File: src/cmob_pkg.sv
package cmob_pkg;

  // ************************************************************
  // register map
  // ************************************************************
  localparam logic [7:0] ADDR_PAGE   = 8'h00; // selects object for control/status
  localparam logic [7:0] ADDR_CTRL   = 8'h01; // object_control_reg of selected object
  localparam logic [7:0] ADDR_STAT   = 8'h02; // object_status_reg of selected object
  localparam logic [7:0] ADDR_EN_LO  = 8'h03; // object_enable_regs, objects 0..7
  localparam logic [7:0] ADDR_EN_HI  = 8'h04; // object_enable_regs, objects 8..14
  localparam logic [7:0] ADDR_GIT    = 8'h05; // general_interrupt_reg
  localparam logic [7:0] ADDR_GIE    = 8'h06; // interrupt enables

  // ************************************************************
  // field positions
  // ************************************************************
  localparam int CTRL_TYPE_LSB = 6;   // object_type_field in ctrl bits 7:6
  localparam int STAT_RXOK_BIT = 5;   // receive-complete in status
  localparam int STAT_TXOK_BIT = 6;   // transmit-complete in status
  localparam int GIT_BUF_BIT   = 4;   // buffer_full_flag in general_interrupt_reg
  localparam int GIE_BUF_BIT   = 1;   // buffer_full_int_enable
  localparam int GIE_CAN_BIT   = 7;   // general CAN interrupt enable

  // ************************************************************
  // reset values and types
  // ************************************************************
  localparam logic [7:0] RST_BYTE = 8'h00;
  localparam int         NUM_OBJ  = 15;

  typedef enum logic [1:0] {
    CMOB_DISABLED,
    CMOB_TX,
    CMOB_RX,
    CMOB_RX_BUF
  } cmob_type_e;

endpackage : cmob_pkg

File: src/cmob_buffer.sv
// Overview of operation
// RULE1: two-bit type: off, tx, rx, buffer-rx
// RULE2: configuring an object sets its enable bit
// RULE3: finished transfer clears the enable bit
// RULE4: software rewrites type to reactivate object
// RULE5: object types may sit at any number
// RULE6: buffer is any subset, up to 15
// RULE7: software sets type 11 on buffer objects
// RULE8: software programs identical filters on buffer objects
// RULE9: open mask accepts every frame into buffer
// RULE10: frame goes to lowest free buffer object
// RULE11: storing a frame sets receive-complete flag
// RULE12: software clears flag and re-enables object
// RULE13: full buffer sets flag, may interrupt
// RULE14: full buffer discards frames, status untouched
// RULE15: flag stays set until software clears it
// RULE16: both enables needed for buffer interrupt
// RULE17: full means no buffer object still enabled
//
// The register offsets and the plain strobed port were left to the implementer.
module cmob_buffer
#(
  parameter int N_OBJ = cmob_pkg::NUM_OBJ
) (
  input  wire logic       ref_clk,
  input  wire logic       srst,
  input  wire logic [7:0] reg_addr,
  input  wire logic [7:0] reg_wdata,
  input  wire logic       reg_wr,
  input  wire logic       reg_rd,
  output logic      [7:0] reg_rdata,
  input  wire logic       rx_frame_done,
  input  wire logic       rx_buf_hit,
  input  wire logic [3:0] rx_hit_obj,
  input  wire logic       tx_frame_done,
  input  wire logic [3:0] tx_done_obj,
  output logic      [3:0] store_obj,
  output logic            store_stb,
  output logic            buf_full,
  output logic            can_irq
);
  import cmob_pkg::*;

  // ************************************************************
  // state
  // ************************************************************
  logic [1:0]       type_r [N_OBJ];
  logic [N_OBJ-1:0] active_r;
  logic [N_OBJ-1:0] rxok_r;
  logic [N_OBJ-1:0] txok_r;
  logic [3:0]       page_r;
  logic             bfull_flag_r;
  logic             gie_buf_r;
  logic             gie_can_r;
  logic [N_OBJ-1:0] buf_free;
  logic             free_any;
  logic [3:0]       low_free;
  logic             take_frame;
  logic             ctrl_wr;
  logic             stat_wr;
  logic             buf_reenable;
  logic [1:0]       wr_type;

  // object-page accesses; pages past the last object are ignored
  assign wr_type = reg_wdata[CTRL_TYPE_LSB +: 2];
  assign ctrl_wr = reg_wr && (reg_addr == ADDR_CTRL) && (page_r < 4'(N_OBJ));
  assign stat_wr = reg_wr && (reg_addr == ADDR_STAT) && (page_r < 4'(N_OBJ));

  // free buffer objects: type 11 and still enabled
  generate
    for (genvar i = 0; i < N_OBJ; i++) begin : g_free
      assign buf_free[i] = (type_r[i] == 2'(CMOB_RX_BUF)) && active_r[i]; // RULE6 RULE5
    end
  endgenerate

  // lowest free object wins
  always_comb begin
    low_free = 4'h0;
    free_any = 1'b0;
    for (int i = N_OBJ - 1; i >= 0; i--) begin
      if (buf_free[i]) begin
        low_free = 4'(i); // RULE10
        free_any = 1'b1;
      end
    end
  end

  // filter result arrives on rx_buf_hit; open mask means every frame hits
  assign take_frame   = rx_frame_done && rx_buf_hit && free_any; // RULE9 RULE14
  assign buf_full     = !free_any; // RULE17
  assign buf_reenable = ctrl_wr && (wr_type == 2'(CMOB_RX_BUF));

  // ************************************************************
  // per-object type and enable
  // ************************************************************
  // type field of each object, written through the page pointer
  always_ff @(posedge ref_clk) begin
    if (srst) begin
      for (int i = 0; i < N_OBJ; i++) begin
        type_r[i] <= 2'(CMOB_DISABLED);
      end
    end else if (ctrl_wr) begin
      type_r[page_r] <= reg_wdata[CTRL_TYPE_LSB +: 2]; // RULE1
    end
  end

  // enable set on config, cleared on completion; rewrite wins
  always_ff @(posedge ref_clk) begin
    if (srst) begin
      active_r <= '0;
    end else begin
      for (int i = 0; i < N_OBJ; i++) begin
        if (take_frame && low_free == 4'(i)) begin
          active_r[i] <= 1'b0; // RULE3
        end
        if (tx_frame_done && tx_done_obj == 4'(i) && type_r[i] == 2'(CMOB_TX)) begin
          active_r[i] <= 1'b0; // RULE3
        end
        if (rx_frame_done && !rx_buf_hit && rx_hit_obj == 4'(i) && type_r[i] == 2'(CMOB_RX)) begin
          active_r[i] <= 1'b0; // RULE3
        end
        if (ctrl_wr && page_r == 4'(i)) begin
          active_r[i] <= (reg_wdata[CTRL_TYPE_LSB +: 2] != 2'(CMOB_DISABLED)); // RULE2
        end
      end
    end
  end

  // ************************************************************
  // completion flags, set wins over software clear
  // ************************************************************
  // receive and transmit complete flags per object
  always_ff @(posedge ref_clk) begin
    if (srst) begin
      rxok_r <= '0;
      txok_r <= '0;
    end else begin
      for (int i = 0; i < N_OBJ; i++) begin
        if (stat_wr && page_r == 4'(i)) begin
          rxok_r[i] <= reg_wdata[STAT_RXOK_BIT];
          txok_r[i] <= reg_wdata[STAT_TXOK_BIT];
        end
        if ((take_frame && low_free == 4'(i)) ||
            (rx_frame_done && !rx_buf_hit && rx_hit_obj == 4'(i) && type_r[i] == 2'(CMOB_RX) && active_r[i])) begin
          rxok_r[i] <= 1'b1; // RULE11
        end
        if (tx_frame_done && tx_done_obj == 4'(i) && type_r[i] == 2'(CMOB_TX) && active_r[i]) begin
          txok_r[i] <= 1'b1;
        end
      end
    end
  end

  // store strobe toward the mailbox memory
  always_ff @(posedge ref_clk) begin
    if (srst) begin
      store_stb <= 1'b0;
      store_obj <= 4'h0;
    end else begin
      store_stb <= take_frame; // RULE14
      if (take_frame) begin
        store_obj <= low_free; // RULE10
      end
    end
  end

  // ************************************************************
  // buffer-full flag and interrupt
  // ************************************************************
  // sticky full flag, raised when the last free object is taken
  always_ff @(posedge ref_clk) begin
    if (srst) begin
      bfull_flag_r <= 1'b0;
    end else if (take_frame && buf_free == (N_OBJ'(1) << low_free)) begin
      bfull_flag_r <= 1'b1; // RULE13
    end else if (reg_wr && reg_addr == ADDR_GIT && !reg_wdata[GIT_BUF_BIT]) begin
      bfull_flag_r <= 1'b0; // RULE15
    end
  end

  // interrupt enables and object page pointer
  always_ff @(posedge ref_clk) begin
    if (srst) begin
      gie_buf_r <= 1'b0;
      gie_can_r <= 1'b0;
      page_r    <= 4'h0;
    end else if (reg_wr) begin
      if (reg_addr == ADDR_GIE) begin
        gie_buf_r <= reg_wdata[GIE_BUF_BIT];
        gie_can_r <= reg_wdata[GIE_CAN_BIT];
      end
      if (reg_addr == ADDR_PAGE) begin
        page_r <= reg_wdata[7:4];
      end
    end
  end

  // interrupt request, one cycle behind the flag
  always_ff @(posedge ref_clk) begin
    if (srst) begin
      can_irq <= 1'b0;
    end else begin
      can_irq <= bfull_flag_r && gie_buf_r && gie_can_r; // RULE13
    end
  end

  // ************************************************************
  // read port, data one cycle after strobe
  // ************************************************************
  // read mux, zero whenever no read is pending
  always_ff @(posedge ref_clk) begin
    if (srst) begin
      reg_rdata <= RST_BYTE;
    end else if (reg_rd) begin
      reg_rdata <= RST_BYTE;
      case (reg_addr)
        ADDR_PAGE:  reg_rdata <= {page_r, 4'h0};
        ADDR_CTRL:  if (page_r < 4'(N_OBJ)) reg_rdata <= {type_r[page_r], 6'h00};
        ADDR_STAT:  if (page_r < 4'(N_OBJ)) reg_rdata <= {1'b0, txok_r[page_r], rxok_r[page_r], 5'h00};
        ADDR_EN_LO: reg_rdata <= active_r[7:0];
        ADDR_EN_HI: reg_rdata <= {1'b0, active_r[N_OBJ-1:8]};
        ADDR_GIT:   reg_rdata <= {3'h0, bfull_flag_r, 4'h0};
        ADDR_GIE:   reg_rdata <= {gie_can_r, 5'h00, gie_buf_r, 1'b0};
        default:    reg_rdata <= RST_BYTE;
      endcase
    end else begin
      reg_rdata <= RST_BYTE;
    end
  end

  // ************************************************************
  // checks
  // ************************************************************
  // a non-disabled type turns the object on
  property p_cfg_sets_en;
    @(posedge ref_clk) disable iff (srst)
      ctrl_wr && wr_type != 2'(CMOB_DISABLED) |=> active_r[$past(page_r)];
  endproperty
  a_cfg_sets_en: assert property (p_cfg_sets_en) else $error("config did not set enable"); // RULE2

  // the written type is kept per object
  property p_type_stored;
    @(posedge ref_clk) disable iff (srst)
      ctrl_wr |=> type_r[$past(page_r)] == $past(wr_type);
  endproperty
  a_type_stored: assert property (p_type_stored) else $error("type field not stored"); // RULE1

  // type zero turns the object off
  property p_cfg_disables;
    @(posedge ref_clk) disable iff (srst)
      ctrl_wr && wr_type == 2'(CMOB_DISABLED) |=> !active_r[$past(page_r)];
  endproperty
  a_cfg_disables: assert property (p_cfg_disables) else $error("disable left object on"); // RULE1

  // a stored frame retires its buffer object
  property p_store_clears_en;
    @(posedge ref_clk) disable iff (srst)
      take_frame && !ctrl_wr |=> !active_r[$past(low_free)] && rxok_r[$past(low_free)];
  endproperty
  a_store_clears_en: assert property (p_store_clears_en) else $error("store did not retire object"); // RULE3

  // a finished transmission retires the object and flags it
  property p_tx_retires;
    @(posedge ref_clk) disable iff (srst)
      tx_frame_done && tx_done_obj < 4'(N_OBJ) && !ctrl_wr &&
      type_r[tx_done_obj] == 2'(CMOB_TX) && active_r[tx_done_obj]
      |=> !active_r[$past(tx_done_obj)] && txok_r[$past(tx_done_obj)];
  endproperty
  a_tx_retires: assert property (p_tx_retires) else $error("transmit did not retire object"); // RULE3

  // a plain reception retires its receive object
  property p_rx_retires;
    @(posedge ref_clk) disable iff (srst)
      rx_frame_done && !rx_buf_hit && rx_hit_obj < 4'(N_OBJ) && !ctrl_wr &&
      type_r[rx_hit_obj] == 2'(CMOB_RX) && active_r[rx_hit_obj]
      |=> !active_r[$past(rx_hit_obj)] && rxok_r[$past(rx_hit_obj)];
  endproperty
  a_rx_retires: assert property (p_rx_retires) else $error("receive did not retire object"); // RULE3

  // with room left, every matching frame is stored
  property p_open_mask;
    @(posedge ref_clk) disable iff (srst)
      rx_frame_done && rx_buf_hit && !buf_full |=> store_stb;
  endproperty
  a_open_mask: assert property (p_open_mask) else $error("matching frame not stored"); // RULE9

  // the strobe names the chosen object
  property p_store_obj;
    @(posedge ref_clk) disable iff (srst)
      take_frame |=> store_stb && store_obj == $past(low_free);
  endproperty
  a_store_obj: assert property (p_store_obj) else $error("wrong store object"); // RULE10

  // no free object below the chosen one
  property p_lowest;
    @(posedge ref_clk) disable iff (srst)
      take_frame |-> (buf_free & ((N_OBJ'(1) << low_free) - N_OBJ'(1))) == '0;
  endproperty
  a_lowest: assert property (p_lowest) else $error("not lowest free object"); // RULE10

  // storing marks the object readable
  property p_rxok_set;
    @(posedge ref_clk) disable iff (srst)
      take_frame |=> rxok_r[$past(low_free)];
  endproperty
  a_rxok_set: assert property (p_rxok_set) else $error("receive-complete not set"); // RULE11

  // no strobe while full
  property p_full_discard;
    @(posedge ref_clk) disable iff (srst)
      buf_full && rx_frame_done |=> !store_stb;
  endproperty
  a_full_discard: assert property (p_full_discard) else $error("frame stored while full"); // RULE14

  // a discarded frame leaves status and enables alone
  property p_full_untouched;
    @(posedge ref_clk) disable iff (srst)
      rx_frame_done && rx_buf_hit && buf_full && !stat_wr && !ctrl_wr && !tx_frame_done
      |=> rxok_r == $past(rxok_r) && active_r == $past(active_r);
  endproperty
  a_full_untouched: assert property (p_full_untouched) else $error("status changed while full"); // RULE14

  // taking the last free object raises the flag
  property p_fill_flag;
    @(posedge ref_clk) disable iff (srst)
      take_frame && !ctrl_wr ##1 buf_full |-> bfull_flag_r;
  endproperty
  a_fill_flag: assert property (p_fill_flag) else $error("full flag not raised"); // RULE13

  // only software drops the flag
  property p_flag_sticky;
    @(posedge ref_clk) disable iff (srst)
      bfull_flag_r && !(reg_wr && reg_addr == ADDR_GIT) |=> bfull_flag_r;
  endproperty
  a_flag_sticky: assert property (p_flag_sticky) else $error("full flag dropped"); // RULE15

  // flag with both enables requests an interrupt
  property p_irq;
    @(posedge ref_clk) disable iff (srst)
      bfull_flag_r && gie_buf_r && gie_can_r |=> can_irq;
  endproperty
  a_irq: assert property (p_irq) else $error("missing buffer interrupt"); // RULE13

  // no request without flag and both enables
  property p_irq_off;
    @(posedge ref_clk) disable iff (srst)
      !(bfull_flag_r && gie_buf_r && gie_can_r) |=> !can_irq;
  endproperty
  a_irq_off: assert property (p_irq_off) else $error("spurious buffer interrupt"); // RULE13

  // re-enabling a buffer object ends the full state
  property p_reenable;
    @(posedge ref_clk) disable iff (srst)
      buf_reenable |=> !buf_full;
  endproperty
  a_reenable: assert property (p_reenable) else $error("re-enable left buffer full"); // RULE17

endmodule : cmob_buffer

File: config.mk
export PLATFORM = sky130hd
export DESIGN_NAME = cmob_buffer
export DESIGN_NICKNAME = d
export VERILOG_FILES = /design/src/cmob_pkg.sv /design/src/cmob_buffer.sv
export SDC_FILE = /design/constraint.sdc
export NUM_CORES = 1
export LEC_CHECK = 0
export BUFFER_PORTS_ARGS = -buffer_cell sky130_fd_sc_hd__buf_2
export CAP_MARGIN = 10
export CORE_MARGIN = 4
export CORE_UTILIZATION = 35
export CTS_BUF_LIST = sky130_fd_sc_hd__clkbuf_16
export CTS_CLUSTER_DIAMETER = 50
export DETAILED_ROUTE_END_ITERATION = 10
export HOLD_SLACK_MARGIN = 0.1
export RECOVER_POWER = 100
export SYNTH_ARGS = -nofsm -noshare
export SYNTH_HDL_FRONTEND = slang
export SYNTH_SLANG_ARGS = --single-unit
File: constraint.sdc
create_clock -name ref_clk -period 3.29 [get_ports ref_clk]
set_clock_uncertainty 0.1 [all_clocks]
set_input_delay 0.329 -clock ref_clk [delete_from_list [all_inputs] [get_ports ref_clk]]
set_output_delay 0.329 -clock ref_clk [all_outputs]
set_load 0.1 [all_outputs]
==> impl_metrics.env <==
export IMPL_area_delta_synth_final_pct=13.1
export IMPL_die_w_um=138
export IMPL_ys_seq_area_share_pct=40.2
export IMPL_post_place_ws_ns=0.315
export IMPL_arrival_ns=3.20
export IMPL_fin_nets=748
export IMPL_grtUsageMet3_pct=5.59
export IMPL_synthCells=667
export IMPL_antenna_found_initial=0
export IMPL_synth_cell_type_count=58
export IMPL_synth_top_flop_cell="dfxtp_1"
export IMPL_hold_class="primary input to register"
export IMPL_crit_fanout=21
export IMPL_use_met2_pct=34.2
export IMPL_gr_usage_all_layers_pct=23.5
export IMPL_fmaxAchievable_mhz=335
export IMPL_ys_top_cells_by_count="nor2_1, dfxtp_1, nand2_1"
export IMPL_synth_edf_count=32
export IMPL_clock_root_buffer="clkbuf_16"
export IMPL_cts_buffers=9
export IMPL_max_slew_margin_pct=22.0
export IMPL_synth_top_area_share_pct=23.8
export IMPL_grt_pass1_vias=5456
export IMPL_syn_area_per_cell_um2=8.81
export IMPL_dp_hpwl_um=16800
export IMPL_hold_viol=0
export IMPL_routed_wl_um=22000
export IMPL_num_vias=5896
export IMPL_grt_busiest_layer="met2"
export IMPL_ant_nets=0
export IMPL_yosys_warnings=0
export IMPL_h_tree_depth=3
export IMPL_power_total_mw=2.44
export IMPL_drv_cap=0
export IMPL_required_ns=3.50
export IMPL_p_sw_mw=0.589
export IMPL_remaining_drc_errors=0
export IMPL_io_pins=46
export IMPL_start_kind="register"
export IMPL_async_reset_ff_share_pct=0
export IMPL_comb_power_share_pct=5.1
export IMPL_n_antenna_cell=0
export IMPL_yosysTopAreaCell="dfxtp_1"
export IMPL_tightestPinTransition_ns=1.17
export IMPL_p_sw_share_pct=24.2
export IMPL_post_cts_buffers=0
export IMPL_period_needed_ns=2.99
export IMPL_initial_utilization_pct=35.6
export IMPL_p_leak_nw=2.38
export IMPL_syn_cell_area_um2=5880
export IMPL_drive_gt1_share_pct=12.2
export IMPL_peakVddDrop_mv=0.274
export IMPL_finalCritPeriodShare_pct=90.8
export IMPL_setup_viol=0
export IMPL_first_iter_violations=881
export IMPL_cp_end_kind="register"
export IMPL_worst_setup_path_type="register to register"
export IMPL_use_met1_pct=33.0
export IMPL_tritoncts="done"
export IMPL_place_congestion=0.994
export IMPL_clk_path_buf_depth=2
export IMPL_clk_pin_slew_ns=0.07
export IMPL_cellPowerDensity_nw_per_um2=367
export IMPL_grt_max_degree=53
export IMPL_wire_per_inst_um=23.4
export IMPL_final_fill_count=1705
export IMPL_core_um2=16500
export IMPL_status="complete, no violations"
export IMPL_first_pass_iters=6
export IMPL_final_util_pct=40.2
export IMPL_fp_dieH_um=138
export IMPL_rsz0062_at_grt="no"
export IMPL_fin_ws_ns=0.304
export IMPL_yosysMostFrequentCell="nor2_1"
export IMPL_internal_power_mw=1.85
export IMPL_grt_pass1_wl_um=32800
export IMPL_grt_overflow_total=0
export IMPL_die_area_um2=18900
export IMPL_fin_tns_setup_ns=0
export IMPL_ys_seq_elements=102
export IMPL_slew_violations=0
export IMPL_cts_sinks=102
export IMPL_power_share_clock_pct=40.2
export IMPL_vias_per_cell=6.26
export IMPL_synth_area_leaders="dfxtp_1, edfxtp_1, mux4_2, mux2i_1, nor2_1"
export IMPL_portBuffers=42
export IMPL_seq_power_share_pct=54.7
export IMPL_clk_latency_ns=0.37
export IMPL_core_rowCount=47
power by group through the flow:
stage               Combinational [mW]  Clock (mW)  Sequential [mW]
CTS                              0.123       0.999             1.33
finish                           0.124       0.981             1.33
global placement                 0.119           0             1.36
global route                     0.132        1.04             1.33
floorplan                       0.0662           0             1.35
detailed placement               0.122           0             1.36
cell usage in the layout (no fill, tap or decap), types with 13 or more instances in the layout:
cell / Yosys / layout
nand3_1: 59 / 59
o21ai_0: 21 / 21
buf_4: 0 / 21
mux4_2: 17 / 17
nand4_1: 13 / 13
mux2i_1: 37 / 37
clkbuf_1: 28 / 24
nand2_1: 63 / 63
a31oi_1: 18 / 18
buf_2: 3 / 25
nor3_1: 14 / 13
edfxtp_1: 32 / 32
dfxtp_1: 70 / 70
and3_1: 17 / 17
inv_1: 14 / 16
a21oi_1: 42 / 42
nor2_1: 82 / 82
kinds of logic (layout without fill, tap and decap cells):
family | after synthesis | count (layout) | synth area share (%)
AND/OR/NAND/NOR | 331 | 331 | 29.2
buffers and inverters | 49 | 103 | 3.32
AO/OA/AOI/OAI | 129 | 129 | 14.2
flip-flops | 102 | 102 | 40.2
other | 1 | 2 | 0.0638
multiplexers | 55 | 55 | 13.0
routing by layer:
metal	wire, um	vias up
met4	1010	0
met2	9300	351
met3	2460	69
met5	0	-
li1	-	2620
met1	9260	2856
registers in the layout, summed over array words and instances, names as in the netlist, named ones only:
| name | flops |
|---|---|
| type_r | 32 |
| active_r | 15 |
| rxok_r | 15 |
| txok_r | 15 |
| reg_rdata | 8 |
| page_r | 4 |
| store_obj | 4 |
| bfull_flag_r | 1 |
| can_irq | 1 |
| gie_buf_r | 1 |
| gie_can_r | 1 |
| store_stb | 1 |
critical path, cell delays in order (launching register included):
cell	delay (ns)
dfxtp_1	0.86
and4_1	0.38
or4_1	0.70
o21ai_0	0.36
nor4_1	0.37
a21o_1	0.16
through the flow:
step	hold WS, ns	cell area [um2]	instances
detailed placement	0.353	6460	925
global placement	0.339	6460	925
finish	0.112	6650	942
floorplan	0.313	5890	668
global route	0.113	6650	942
CTS	0.111	6720	942
cell type report:
type                            count  area [um2]  area share, %
Clock inverter                      7        32.5          0.489
Clock buffer                        9         225           3.39
Multi-Input combinational cell    517        3310           49.7
Tap cell                          220         275           4.14
Timing Repair Buffer               73         395           5.95
Sequential cell                   102        2360           35.5
Inverter                           14        52.6          0.790
worst paths after layout:
| check | slack [ns] | endpoint | start | cells past startpoint |
|---|---|---|---|---|
| hold reg to reg | 0.37 | store_obj[2] | store_obj[2] | 2 |
| hold / removal | 0.11 | gie_buf_r | reg_wdata[1] | 3 |
| setup reg to reg | 0.30 | active_r[6] | page_r[1] | 5 |
| setup / recovery | 0.30 | active_r[6] | page_r[1] | 5 |
timing repair:
item / CTS / global route
resized for setup: 0 / 0
hold endpoints to repair: 3 / 0
hold buffers: 1 / 0
No activity file was read; power rests on OpenSTA's default activity.
